[config.mk]
export PLATFORM = sky130hd
export DESIGN_NAME = reset_pin_mode_select_clocking
export DESIGN_NICKNAME = d
export VERILOG_FILES = /design/src/hw/rst_mode_pkg.sv /design/src/hw/clock_split.sv /design/src/hw/debug_bit_timer.sv /design/src/hw/reset_pin_mode_select_clocking.sv
export SDC_FILE = /design/constraint.sdc
export NUM_CORES = 1
export LEC_CHECK = 0
export BUFFER_PORTS_ARGS = -buffer_cell sky130_fd_sc_hd__buf_2
export CORE_ASPECT_RATIO = 1.5
export CORE_MARGIN = 1.5
export CORE_UTILIZATION = 30
export CTS_CLUSTER_DIAMETER = 150
export DETAILED_ROUTE_END_ITERATION = 6
export HOLD_SLACK_MARGIN = 0.06
export PLACE_DENSITY = 0.5
export SYNTH_ARGS = -nofsm -noshare
export SYNTH_HDL_FRONTEND = slang
export SYNTH_SLANG_ARGS = --single-unit
[constraint.sdc]
create_clock -name clk -period 3.5 [get_ports clk]
set_input_delay 0.525 -clock clk [delete_from_list [all_inputs] [get_ports clk]]
set_output_delay 0.525 -clock clk [all_outputs]
set_load 0.01 [all_outputs]
[src/hw/rst_mode_pkg.sv]
// Shared constants for the reset pin, mode select and clock split logic
package rst_mode_pkg;
  // ==========================================================
  // Register map
  localparam logic [3:0] OPT_OFFSET = 4'h0;
  localparam logic [3:0] CAUSE_OFFSET = 4'h4;
  // ==========================================================
  // System options fields
  localparam int OPT_RESET_PIN_EN_BIT = 0;
  localparam int OPT_DEBUG_PIN_EN_BIT = 1;
  localparam int OPT_WAKE_SEL_BIT = 2;
  localparam logic [7:0] OPT_RESET_VALUE = 8'h03;
  // ==========================================================
  // Reset cause fields
  localparam int CAUSE_POR_BIT = 7;
  localparam int CAUSE_EXT_BIT = 6;
  localparam int CAUSE_INT_LSB = 0;
  localparam logic [7:0] CAUSE_RESET_VALUE = 8'h80;
  // ==========================================================
  // Reset pin sequence counts, in self-reset clock periods
  localparam logic [5:0] PIN_DRIVE_TICKS = 6'h22;
  localparam logic [5:0] PIN_WAIT_TICKS = 6'h26;
  // ==========================================================
  // Debug link bit timing, in debug controller clock cycles
  localparam logic [4:0] BIT_TICKS = 5'h10;
  localparam logic [4:0] BIT_LOW_ZERO = 5'h0D;
  localparam logic [4:0] BIT_LOW_ONE = 5'h04;
  localparam logic [4:0] BIT_SAMPLE = 5'h0A;
endpackage : rst_mode_pkg

[src/hw/clock_split.sv]
// Bus clock phase, self-reset tick and wakeup timer clock select
`timescale 1ns/1ps
module clock_split #(
  parameter int SELF_RESET_DIV = 8
) (
  input wire logic clk,
  input wire logic resetn,
  input wire logic sys_resetn,
  input wire logic wake_sel_lpo,
  input wire logic lpo_clk_in,
  output logic core_tick,
  output logic bus_tick,
  output logic self_reset_tick,
  output logic wake_tick
);
  // ==========================================================
  // Core and bus clock
  logic bus_phase_q;
  logic lpo_q;
  logic [15:0] div_q;

  assign core_tick = 1'b1;

  // Divider restarts with every reset so the phase is known
  always_ff @(posedge clk or negedge resetn) begin
    if (!resetn) begin
      bus_phase_q <= 1'b0;
    end else if (!sys_resetn) begin
      bus_phase_q <= 1'b0;
    end else begin
      bus_phase_q <= ~bus_phase_q;
    end
  end
  assign bus_tick = bus_phase_q;

  // ==========================================================
  // Self-reset clock
  always_ff @(posedge clk or negedge resetn) begin
    if (!resetn) begin
      div_q <= 16'h0000;
    end else if (div_q == 16'(SELF_RESET_DIV - 1)) begin
      div_q <= 16'h0000;
    end else begin
      div_q <= div_q + 16'h0001;
    end
  end
  assign self_reset_tick = (div_q == 16'(SELF_RESET_DIV - 1));

  // ==========================================================
  // Wakeup timer source, low-rate input taken as synchronous
  always_ff @(posedge clk or negedge resetn) begin
    if (!resetn) begin
      lpo_q <= 1'b0;
    end else begin
      lpo_q <= lpo_clk_in;
    end
  end
  assign wake_tick = wake_sel_lpo ? (lpo_clk_in & ~lpo_q) : 1'b1;

  // ==========================================================
  // Checks
  a_bus_half_rate: assert property (@(posedge clk) disable iff (!resetn)
    sys_resetn && $past(sys_resetn) |-> bus_tick != $past(bus_tick))
    else $error("bus clock not at half rate");
  a_bus_phase_reset: assert property (@(posedge clk) disable iff (!resetn)
    !sys_resetn |=> !bus_tick)
    else $error("bus clock phase not reset");
endmodule : clock_split

[src/hw/debug_bit_timer.sv]
// Single-wire debug link bit timing with speedup pulse
`timescale 1ns/1ps
module debug_bit_timer (
  input wire logic clk,
  input wire logic resetn,
  input wire logic dbg_tick,
  input wire logic link_en,
  input wire logic tx_start,
  input wire logic tx_bit,
  input wire logic pin_in,
  output logic pin_out,
  output logic pin_oe_n,
  output logic busy,
  output logic rx_valid,
  output logic rx_bit
);
  // ==========================================================
  // Bit cell counter
  logic [4:0] cnt_q;
  logic tx_q;
  logic val_q;
  logic [4:0] low_len;
  logic pin_q;
  logic run_q;

  assign low_len = val_q ? rst_mode_pkg::BIT_LOW_ONE : rst_mode_pkg::BIT_LOW_ZERO;
  assign busy = run_q;

  always_ff @(posedge clk or negedge resetn) begin
    if (!resetn) begin
      run_q <= 1'b0;
      tx_q <= 1'b0;
      val_q <= 1'b0;
      cnt_q <= 5'h00;
    end else if (!link_en) begin
      run_q <= 1'b0;
      tx_q <= 1'b0;
      cnt_q <= 5'h00;
    end else if (!run_q) begin
      cnt_q <= 5'h00;
      if (tx_start) begin
        run_q <= 1'b1;
        tx_q <= 1'b1;
        val_q <= tx_bit;
      end else if (pin_q && !pin_in) begin
        run_q <= 1'b1;
        tx_q <= 1'b0;
      end
    end else if (dbg_tick) begin
      if (cnt_q == rst_mode_pkg::BIT_TICKS - 5'h01) begin
        run_q <= 1'b0;
        tx_q <= 1'b0;
      end
      cnt_q <= cnt_q + 5'h01;
    end
  end

  always_ff @(posedge clk or negedge resetn) begin
    if (!resetn) begin
      pin_q <= 1'b1;
    end else begin
      pin_q <= pin_in;
    end
  end

  // ==========================================================
  // Receive sample, host starts the cell with a falling edge
  always_ff @(posedge clk or negedge resetn) begin
    if (!resetn) begin
      rx_valid <= 1'b0;
      rx_bit <= 1'b0;
    end else begin
      rx_valid <= run_q && !tx_q && dbg_tick && cnt_q == rst_mode_pkg::BIT_SAMPLE;
      if (run_q && !tx_q && dbg_tick && cnt_q == rst_mode_pkg::BIT_SAMPLE) begin
        rx_bit <= pin_in;
      end
    end
  end

  // ==========================================================
  // Drive low, one speedup cycle high, then release to the pullup
  always_ff @(posedge clk or negedge resetn) begin
    if (!resetn) begin
      pin_out <= 1'b1;
      pin_oe_n <= 1'b1;
    end else if (run_q && tx_q && cnt_q < low_len) begin
      pin_out <= 1'b0;
      pin_oe_n <= 1'b0;
    end else if (run_q && tx_q && cnt_q == low_len) begin
      pin_out <= 1'b1;
      pin_oe_n <= 1'b0;
    end else begin
      pin_out <= 1'b1;
      pin_oe_n <= 1'b1;
    end
  end

  // ==========================================================
  // Checks
  a_bit_cell_end: assert property (@(posedge clk) disable iff (!resetn)
    run_q && link_en && dbg_tick && cnt_q == 5'h0F |=> !run_q)
    else $error("bit cell not sixteen ticks");
  a_speedup_high: assert property (@(posedge clk) disable iff (!resetn)
    run_q && tx_q && cnt_q == low_len |=> pin_out && !pin_oe_n)
    else $error("speedup pulse missing");
  c_tx_bit: cover property (@(posedge clk) disable iff (!resetn) tx_start && link_en);
endmodule : debug_bit_timer

[src/hw/reset_pin_mode_select_clocking.sv]
// Reset pin sequencer, mode select latch, pin sharing and clock split
// ==========================================================
// Summary of operation
// - Core runs at oscillator rate, undivided
// - Bus clock is half oscillator rate
// - Wakeup timer clock selectable: oscillator or low-rate
// - Reset pin is reset input only when enabled
// - Every reset sets the reset pin enable
// - Drive reset pin low 34 self-reset periods
// - Wait 38 periods, then sample pin once
// - Low sample on internal reset means external
// - Record decoded cause in reset cause register
// - Debug pin selects mode in reset, debug after
// - Pullup on while debug or mode function
// - Debug pin becomes port when enable cleared
// - High mode pin at release: normal mode
// - Low mode pin at release: active background
// - Debug bit time is sixteen controller cycles
// - Debug controller runs at bus clock rate
// - Releasing party drives short high speedup pulse
//
// Added by the designer: the address map and the plain strobed port.
`timescale 1ns/1ps
module reset_pin_mode_select_clocking #(
  parameter int NUM_INT_SRC = 4,
  parameter int SELF_RESET_DIV = 8
) (
  input wire logic clk,
  input wire logic resetn,
  input wire logic [3:0] reg_addr,
  input wire logic [7:0] reg_wdata,
  input wire logic reg_we,
  input wire logic reg_re,
  output logic [7:0] reg_rdata,
  input wire logic [NUM_INT_SRC-1:0] int_reset_req,
  input wire logic lpo_clk_in,
  input wire logic reset_port_pin_in,
  output logic reset_port_pin_out,
  output logic reset_port_pin_oe_n,
  output logic reset_port_pin_pullup,
  input wire logic port_d1_data,
  input wire logic debug_port_pin_in,
  output logic debug_port_pin_out,
  output logic debug_port_pin_oe_n,
  output logic debug_port_pin_pullup,
  input wire logic port_d0_data,
  input wire logic dbg_tx_start,
  input wire logic dbg_tx_bit,
  output logic dbg_busy,
  output logic dbg_rx_valid,
  output logic dbg_rx_bit,
  output logic sys_resetn,
  output logic active_background,
  output logic core_tick,
  output logic bus_tick,
  output logic wake_tick
);
  // ==========================================================
  // Sequencer state
  typedef enum logic [3:0] {
    ST_DRIVE = 4'h1,
    ST_WAIT = 4'h2,
    ST_SAMPLE = 4'h4,
    ST_RUN = 4'h8
  } seq_state_t;

  seq_state_t state_q;
  logic [5:0] tick_cnt_q;
  logic self_reset_tick;
  logic pend_por_q;
  logic pend_ext_q;
  logic [NUM_INT_SRC-1:0] pend_int_q;
  logic [7:0] opt_q;
  logic [7:0] cause_q;
  logic [7:0] cause_d;
  logic ext_req;
  logic int_req;
  logic start_seq;
  logic reset_pin_enable;
  logic debug_pin_enable;
  logic dbg_out;
  logic dbg_oe_n;
  logic dbg_link_en;

  assign reset_pin_enable = opt_q[rst_mode_pkg::OPT_RESET_PIN_EN_BIT];
  assign debug_pin_enable = opt_q[rst_mode_pkg::OPT_DEBUG_PIN_EN_BIT];
  assign ext_req = reset_pin_enable && !reset_port_pin_in;
  assign int_req = |int_reset_req;
  assign start_seq = (state_q == ST_RUN) && (ext_req || int_req);
  assign sys_resetn = (state_q == ST_RUN);

  // ==========================================================
  // Clock split
  clock_split #(
    .SELF_RESET_DIV(SELF_RESET_DIV)
  ) u_clk (
    .clk(clk),
    .resetn(resetn),
    .sys_resetn(sys_resetn),
    .wake_sel_lpo(opt_q[rst_mode_pkg::OPT_WAKE_SEL_BIT]),
    .lpo_clk_in(lpo_clk_in),
    .core_tick(core_tick),
    .bus_tick(bus_tick),
    .self_reset_tick(self_reset_tick),
    .wake_tick(wake_tick)
  );

  // ==========================================================
  // Reset sequence
  always_ff @(posedge clk or negedge resetn) begin
    if (!resetn) begin
      state_q <= ST_DRIVE;
      tick_cnt_q <= 6'h00;
    end else begin
      unique case (state_q)
        ST_DRIVE: begin
          if (self_reset_tick) begin
            if (tick_cnt_q == rst_mode_pkg::PIN_DRIVE_TICKS - 6'h01) begin
              state_q <= ST_WAIT;
              tick_cnt_q <= 6'h00;
            end else begin
              tick_cnt_q <= tick_cnt_q + 6'h01;
            end
          end
        end
        ST_WAIT: begin
          if (self_reset_tick) begin
            if (tick_cnt_q == rst_mode_pkg::PIN_WAIT_TICKS - 6'h01) begin
              state_q <= ST_SAMPLE;
              tick_cnt_q <= 6'h00;
            end else begin
              tick_cnt_q <= tick_cnt_q + 6'h01;
            end
          end
        end
        ST_SAMPLE: begin
          state_q <= ST_RUN;
        end
        ST_RUN: begin
          if (start_seq) begin
            state_q <= ST_DRIVE;
            tick_cnt_q <= 6'h00;
          end
        end
      endcase
    end
  end

  // Sources are held until the sample so the cause survives the pulse
  always_ff @(posedge clk or negedge resetn) begin
    if (!resetn) begin
      pend_por_q <= 1'b1;
      pend_ext_q <= 1'b0;
      pend_int_q <= '0;
    end else if (start_seq) begin
      pend_por_q <= 1'b0;
      pend_ext_q <= ext_req && !int_req;
      pend_int_q <= int_reset_req;
    end
  end

  // ==========================================================
  // Cause decode
  always_comb begin
    cause_d = 8'h00;
    if (pend_por_q) begin
      cause_d[rst_mode_pkg::CAUSE_POR_BIT] = 1'b1;
    end else if (pend_ext_q || !reset_port_pin_in) begin
      cause_d[rst_mode_pkg::CAUSE_EXT_BIT] = 1'b1;
    end else begin
      cause_d[rst_mode_pkg::CAUSE_INT_LSB +: NUM_INT_SRC] = pend_int_q;
    end
  end

  always_ff @(posedge clk or negedge resetn) begin
    if (!resetn) begin
      cause_q <= rst_mode_pkg::CAUSE_RESET_VALUE;
    end else if (state_q == ST_SAMPLE) begin
      cause_q <= cause_d;
    end
  end

  // ==========================================================
  // System options, writes ignored while the device is in reset
  always_ff @(posedge clk or negedge resetn) begin
    if (!resetn) begin
      opt_q <= rst_mode_pkg::OPT_RESET_VALUE;
    end else if (state_q != ST_RUN) begin
      opt_q <= rst_mode_pkg::OPT_RESET_VALUE;
    end else if (reg_we && reg_addr == rst_mode_pkg::OPT_OFFSET) begin
      opt_q <= {5'h00, reg_wdata[2:0]};
    end
  end

  // ==========================================================
  // Register read port
  always_ff @(posedge clk or negedge resetn) begin
    if (!resetn) begin
      reg_rdata <= 8'h00;
    end else if (reg_re && reg_addr == rst_mode_pkg::OPT_OFFSET) begin
      reg_rdata <= opt_q;
    end else if (reg_re && reg_addr == rst_mode_pkg::CAUSE_OFFSET) begin
      reg_rdata <= cause_q;
    end else begin
      reg_rdata <= 8'h00;
    end
  end

  // ==========================================================
  // Mode select latch at reset release
  always_ff @(posedge clk or negedge resetn) begin
    if (!resetn) begin
      active_background <= 1'b0;
    end else if (state_q == ST_SAMPLE) begin
      active_background <= !debug_port_pin_in;
    end
  end

  // ==========================================================
  // Debug link, clocked at the bus rate
  assign dbg_link_en = sys_resetn && debug_pin_enable;

  debug_bit_timer u_dbg (
    .clk(clk),
    .resetn(resetn),
    .dbg_tick(bus_tick),
    .link_en(dbg_link_en),
    .tx_start(dbg_tx_start),
    .tx_bit(dbg_tx_bit),
    .pin_in(debug_port_pin_in),
    .pin_out(dbg_out),
    .pin_oe_n(dbg_oe_n),
    .busy(dbg_busy),
    .rx_valid(dbg_rx_valid),
    .rx_bit(dbg_rx_bit)
  );

  // ==========================================================
  // Pin sharing
  always_comb begin
    if (state_q == ST_DRIVE) begin
      reset_port_pin_out = 1'b0;
      reset_port_pin_oe_n = 1'b0;
      reset_port_pin_pullup = 1'b1;
    end else if (reset_pin_enable) begin
      reset_port_pin_out = 1'b1;
      reset_port_pin_oe_n = 1'b1;
      reset_port_pin_pullup = 1'b1;
    end else begin
      reset_port_pin_out = port_d1_data;
      reset_port_pin_oe_n = 1'b0;
      reset_port_pin_pullup = 1'b0;
    end
  end

  // A port write cannot disturb mode select: the port only takes over in run
  always_comb begin
    if (!sys_resetn) begin
      debug_port_pin_out = 1'b1;
      debug_port_pin_oe_n = 1'b1;
      debug_port_pin_pullup = 1'b1;
    end else if (debug_pin_enable) begin
      debug_port_pin_out = dbg_out;
      debug_port_pin_oe_n = dbg_oe_n;
      debug_port_pin_pullup = 1'b1;
    end else begin
      debug_port_pin_out = port_d0_data;
      debug_port_pin_oe_n = 1'b0;
      debug_port_pin_pullup = 1'b0;
    end
  end

  // ==========================================================
  // Checks
  a_drive_pin_low: assert property (@(posedge clk) disable iff (!resetn)
    state_q == ST_DRIVE |-> !reset_port_pin_out && !reset_port_pin_oe_n)
    else $error("reset pin not driven low");
  a_drive_count: assert property (@(posedge clk) disable iff (!resetn)
    state_q == ST_DRIVE ##1 state_q == ST_WAIT |-> $past(tick_cnt_q) == 6'h21)
    else $error("drive length wrong");
  a_wait_count: assert property (@(posedge clk) disable iff (!resetn)
    state_q == ST_WAIT ##1 state_q == ST_SAMPLE |-> $past(tick_cnt_q) == 6'h25)
    else $error("wait length wrong");
  a_ext_cause: assert property (@(posedge clk) disable iff (!resetn)
    state_q == ST_SAMPLE && !pend_por_q && !reset_port_pin_in |=> cause_q == 8'h40)
    else $error("low sample not external");
  a_int_cause: assert property (@(posedge clk) disable iff (!resetn)
    state_q == ST_SAMPLE && !pend_por_q && !pend_ext_q && reset_port_pin_in
    |=> cause_q[NUM_INT_SRC-1:0] == $past(pend_int_q))
    else $error("internal cause not recorded");
  a_enable_on_reset: assert property (@(posedge clk) disable iff (!resetn)
    start_seq |=> ##1 reset_pin_enable && debug_pin_enable)
    else $error("pin enables not set by reset");
  a_mode_latch: assert property (@(posedge clk) disable iff (!resetn)
    state_q == ST_SAMPLE |=> active_background == !$past(debug_port_pin_in))
    else $error("mode not latched at release");
  a_port_handover: assert property (@(posedge clk) disable iff (!resetn)
    sys_resetn && !debug_pin_enable |-> !debug_port_pin_oe_n && !debug_port_pin_pullup)
    else $error("debug pin not handed to port");
  a_pullup_mode: assert property (@(posedge clk) disable iff (!resetn)
    !sys_resetn |-> debug_port_pin_pullup && debug_port_pin_oe_n)
    else $error("mode select pin not pulled up");
  c_ext_reset: cover property (@(posedge clk) disable iff (!resetn) start_seq && ext_req);
  c_int_reset: cover property (@(posedge clk) disable iff (!resetn) start_seq && int_req);
  c_background: cover property (@(posedge clk) disable iff (!resetn)
    state_q == ST_SAMPLE && !debug_port_pin_in);
  c_port_mode: cover property (@(posedge clk) disable iff (!resetn)
    sys_resetn && !reset_pin_enable);
endmodule : reset_pin_mode_select_clocking

After elaboration in Yosys (flattened, before gate mapping)
Cells that the tools add are included.
{ "classes": {"mux": 54, "magnitude_cmp": 1, "n_reduce_logical": 28, "n_eq_ne": 20, "n_bitwise": 4, "add_sub_neg": 3} }
{ "ops": {"columns": ["cell", "n"], "rows": [
  ["$mux W4", 8],
  ["$mux W8", 4],
  ["$mux W1", 31],
  ["$mux W6", 5],
  ["$pmux W6 S3", 1],
  ["$add A16 B1 Y16 const B", 1],
  ["$eq A16 B3 Y1 const B", 1],
  ["$mux W16", 1],
  ["$pmux W4 S4", 1],
  ["$mux W5", 3],
  ["$logic_and A1 B1 Y1", 14],
  ["$eq A6 B6 Y1 const B", 2],
  ["$eq A5 B4 Y1 const B", 2],
  ["$eq A4 B3 Y1 const B", 2],
  ["$ne A2 B2 Y1 const B", 4],
  ["$ne A4 B4 Y1 const B", 2],
  ["$add A6 B1 Y6 const B", 1],
  ["$ne A3 B3 Y1 const B", 2],
  ["$reduce_and A3 Y1", 2],
  ["$add A5 B1 Y5 const B", 1],
  ["$eq A5 B5 Y1", 1],
  ["$lt A5 B5 Y1", 1],
  ["$reduce_and A5 Y1", 1],
  ["$eq A4 B1 Y1 const B", 1],
  ["other kinds (12)", 18]
]} }
{ "word_totals": {"regBits": 70} }

Depth between registers and ports, before layout
{ "depth": {"depth_word": 6, "mapped_depth": 7} }

Hierarchy
Synthesis repeated with hierarchy kept, for this count alone.
{ "unflattened": {"cells_unflattened": 279, "area_unflattened_um2": 3095.5} }
{ "by_module_without_submodules": {"columns": ["module", "cells_each", "instances", "area_each_um2"], "rows": [
  ["reset_pin_mode_select_clocking", 148, 1, 1596.5],
  ["clock_split", 72, 1, 838.3],
  ["debug_bit_timer", 59, 1, 660.6]
]} }

Worst setup path before layout
Ideal clock, no wire load.
{ "synth_path": {"path_type": "input-to-reg", "from": "in int_reset_req[1]", "to": "reg tick_cnt_q[2]", "arrival_ps": 1885, "path_buffers": 0, "setup_time_ps": 128, "setup_slack_ps": 1488, "path_stages": 4, "cell_sequence": "or4_1 > o21a_1 > a21oi_2 > mux2_1"} }
{ "synth_between": {"elab_chain_len": 5} }
{ "synth_lines": {"columns": ["item", "line_no", "text"], "rows": [
  ["start, declared", "reset_pin_mode_select_clocking.sv:35", "input wire logic [NUM_INT_SRC-1:0] int_reset_req,"],
  ["$reduce_or A4 Y1", "reset_pin_mode_select_clocking.sv:88", "assign int_req = |int_reset_req;"],
  ["$logic_or A1 B1 Y1", "reset_pin_mode_select_clocking.sv:89", "assign start_seq = (state_q == ST_RUN) && (ext_req || int_req);"],
  ["$logic_and A1 B1 Y1", "reset_pin_mode_select_clocking.sv:89", null],
  ["$ne A2 B1 Y1 (no line)", null, null],
  ["$reduce_and A4 Y1 (no line)", null, null],
  ["end signal, assigned", "reset_pin_mode_select_clocking.sv:122", "tick_cnt_q <= tick_cnt_q + 6'h01;"],
  ["end signal, assigned", "reset_pin_mode_select_clocking.sv:132", "tick_cnt_q <= tick_cnt_q + 6'h01;"],
  ["end, declared", "reset_pin_mode_select_clocking.sv:68", "logic [5:0] tick_cnt_q;"]
]} }
Every way passes these cells.
A chain may end at the register's enable or synchronous reset.

Worst setup path after layout
{ "layout_path": {"from": "reg state_q[2]", "to": "out debug_port_pin_oe_n"} }
{ "layout_between": {"elab_chain_len": 2} }
{ "layout_lines": {"columns": ["item", "line_no", "text"], "rows": [
  ["start, declared", "reset_pin_mode_select_clocking.sv:67", "seq_state_t state_q;"],
  ["start signal, assigned", "reset_pin_mode_select_clocking.sv:112", "state_q <= ST_DRIVE;"],
  ["start signal, assigned", "reset_pin_mode_select_clocking.sv:119", "state_q <= ST_WAIT;"],
  ["start signal, assigned", "reset_pin_mode_select_clocking.sv:129", "state_q <= ST_SAMPLE;"],
  ["$eq A4 B4 Y1", "reset_pin_mode_select_clocking.sv:90", "assign sys_resetn = (state_q == ST_RUN);"],
  ["$mux W1", "reset_pin_mode_select_clocking.sv:258", "if (!sys_resetn) begin"],
  ["end, declared", "reset_pin_mode_select_clocking.sv:44", "output logic debug_port_pin_oe_n,"]
]} }
Every way passes these cells.

==> flow_metrics.py <==
metrics = {
    "status": {
        "status": "complete, but fails checks",
        "violations": "design-rule violations",
    },
    "logic_synthesis": {
        "ys_seq_area_frac": 0.526,
        "synth-edff-count": 0,
        "synth.avg_cell_area_um2": 10.7,
        "synth_cell_types": 50,
        "synth-main-ff-cell": "dfrtp_1",
        "synth_seq_cells": 63,
        "synthCells": 283,
        "synthArstFlopShare": 1.00,
        "syn_area_um2": 3020,
        "ys_warn_count": 0,
    },
    "sta": {
        "fin_hold_ws_ns": 0.164,
        "post-route-period-util": 0.660,
        "tightestPinTransition_ns": 0.509,
        "rsz0062_at_grt": "false",
        "slew_headroom": 0.661,
        "hold_viol": 0,
        "tns_ns": 0,
        "fin_ws_ns": 1.19,
        "period_needed_ns": 2.31,
        "max_freq_mhz": 433,
        "drv_slew": 0,
        "setup_viol": 0,
        "worst_clock_skew_ns": 0.00608,
    },
    "route": {
        "viasPerCell": 4.95,
        "via_count": 2202,
        "post_drt_wl_per_cell_um": 13.8,
        "routed_wl_um": 6130,
        "drt_iter0_drc": 91,
        "ant_nets": 0,
        "drc": 3,
        "drt_first_pass_iters": 7,
    },
    "floorplanning": {
        "die_h_um": 126,
        "std_cell_rows": 44,
        "initial_core_util": 0.309,
        "die_area_um2": 10700,
        "ios": 49,
        "die_x_um": 84.9,
        "core_um2": 9740,
    },
    "worst_setup_path": {
        "critPathBufInv": 3,
        "crit_family": "buffers and inverters",
        "cp.arrival_ns": 1.78,
        "crit_fanout": 17,
        "crit_chain": "inv_1 > nand3_1 > inv_2 > nand2_1 > buf_2",
        "crit_required_ns": 2.97,
        "end_kind": "output port",
        "cp-startpoint": "state_q[2]$_DFFE_PN0P_",
        "r2r_cells": 6,
        "r2r-start": "state_q[2]$_DFFE_PN0P_",
        "crit_slowest_cell": "dfrtp_1",
        "critPathMaxStageDelay_ns": 0.46,
        "cp.depth": 5,
        "startpoint_type": "flip-flop",
        "critPathKind": "flip-flop to output port",
    },
    "global_route": {
        "grt_pass1_vias": 2197,
        "grt_pass1_wl_um": 10700,
        "grt_max_degree": 27,
        "gr-total-overflow": 0,
        "grt_antenna_before_repair": 0,
        "grt_util_all_layers": 0.127,
    },
    "worst_hold_path": {
        "min_path_type": "primary input to asynchronous set/reset pin",
    },
    "power": {
        "p_int_mw": 1.37,
        "ir_drop_v": 0.000318,
        "p_per_area_nw_per_um2": 476,
        "p_leak_nw": 1.75,
        "clkPwrFrac": 0.551,
        "comb_power_share": 0.025,
        "p_sw_frac": 0.206,
        "p_sw_mw": 0.355,
        "p_seq_frac": 0.424,
    },
    "cts": {
        "cts_buffer_depth": 2,
        "cts.sinks": 63,
        "root_buffer": "clkbuf_16",
        "cts_tree": "built",
        "clk-insertion-delay-late_ns": 0.32,
        "post_cts_resized": 0,
        "numCtsBuffers": 9,
        "htreeDepth": 3,
        "clkTransAtPathRegs_ns": 0.06,
        "postCtsSetupRepairBufs": 0,
        "ctsHoldBuffers": 0,
    },
    "finish": {
        "n_antenna_cell": 0,
        "final_common_cell": "dfrtp_1",
        "drive_gt1_frac": 0.239,
        "seqCellArea_um2": 1590,
        "fin_util": 0.373,
        "fillCellCount": 976,
        "multiInputGateArea_um2": 1320,
        "areaGrowthSynthToFinish_pct": 20.4,
        "layout.nets": 360,
        "final_cell_mix": "dfrtp_1, buf_2, nor2_1",
    },
    "place": {
        "dp_slack_ns": 1.19,
        "place_congestion": 0.785,
        "io_buffer_count": 40,
        "place_hpwl_um": 4520,
    },
    "flow_run": {
        "max-cap-violations": 0,
    },
}
## cell usage after synthesis, drive strengths merged, types with 5 or more instances
cell type	n	area, µm²
dfrtp	55	1380
inv	11	41.3
buf	6	46.3
nor3	5	25.0
dfstp	8	210
a21oi	10	53.8
nor2	28	105
nand2	20	77.6
nor2b	6	37.5
and3	8	50.1
nand3	15	75.1
xnor2	9	78.8
o21ai	8	40.0
nand2b	6	37.5
ha	8	100
clkbuf	6	22.5
xor2	9	78.8
nand4	7	43.8
mux2i	9	90.1
mux2	8	90.1
## worst register-to-register path, stage by stage, from the launching register on
cell and delay, ns:
dfrtp_1 0.46, inv_1 0.14, nand3_1 0.28, inv_2 0.35
o21a_1 0.38, a21oi_2 0.12, mux2_1 0.33
## worst paths after layout
path	to	slack, ns
setup / recovery	debug_port_pin_oe_n	1.19
hold / removal	u_clk.div_q[9]$_DFF_PN0_	0.16
setup reg to reg	tick_cnt_q[2]$_DFFE_PN0P_	1.33
hold reg to reg	active_background$_DFFE_PN0P_	0.48
max in group asynchronous	u_dbg.pin_q$_DFF_PN1_	2.55
min in group clk	u_clk.lpo_q$_DFF_PN0_	0.32
## power groups by stage
stage | sequential [mW] | combinational, mW | clock [mW]
6_report | 0.733 | 0.0426 | 0.952
5_1_grt | 0.732 | 0.0499 | 1.02
4_1_cts | 0.733 | 0.0447 | 0.978
3_5_place_dp | 0.745 | 0.0445 | 0
3_3_place_gp | 0.745 | 0.0441 | 0
2_1_floorplan | 0.746 | 0.0140 | 0
## cell families after synthesis
kind of cell             Yosys count  share of synthesized area
buffers and inverters             23                     0.0365
multiplexers                      17                     0.0598
adder cells (fa/ha/maj)            8                     0.0332
XOR/XNOR                          18                     0.0523
other                              2                    0.00249
flip-flops                        63                      0.526
AO/OA/AOI/OAI                     37                     0.0817
AND/OR/NAND/NOR                  115                      0.208
## layer usage
layer	vias to the layer above	wire length, µm	global-route usage
met2	52	3030	0.200
met5	-	0	0
met1	1065	2700	0.165
met4	0	126	0.0579
met3	10	267	0.0334
li1	1075	-	-
## area by class of cell
| type | instances | share of cell area |
|---|---|---|
| clock buffers | 9 | 0.0620 |
| clock inverters | 7 | 0.0265 |
| inverters | 11 | 0.0114 |
| multi-input cells | 198 | 0.364 |
| flip-flops and latches | 63 | 0.437 |
| well taps | 115 | 0.0396 |
| repair buffers | 42 | 0.0593 |
## sequential cells by signal, indices dropped and copies added (netlist names), 3 cells and up
name	cells
pend_int_q	4
tick_cnt_q	6
reg_rdata	6
cause_q	6
u_dbg.cnt_q	5
u_clk.div_q	16
opt_q	3
state_q	4
## stage by stage
step / power [mW] / area (µm²) / instances
3_5_place_dp: 0.790 / 3310 / 429
3_3_place_gp: 0.789 / 3310 / 429
4_1_cts: 1.76 / 3630 / 445
5_1_grt: 1.80 / 3630 / 445
6_report: 1.73 / 3630 / 445
2_1_floorplan: 0.760 / 3020 / 284
Power figures use the tool's default switching activity.
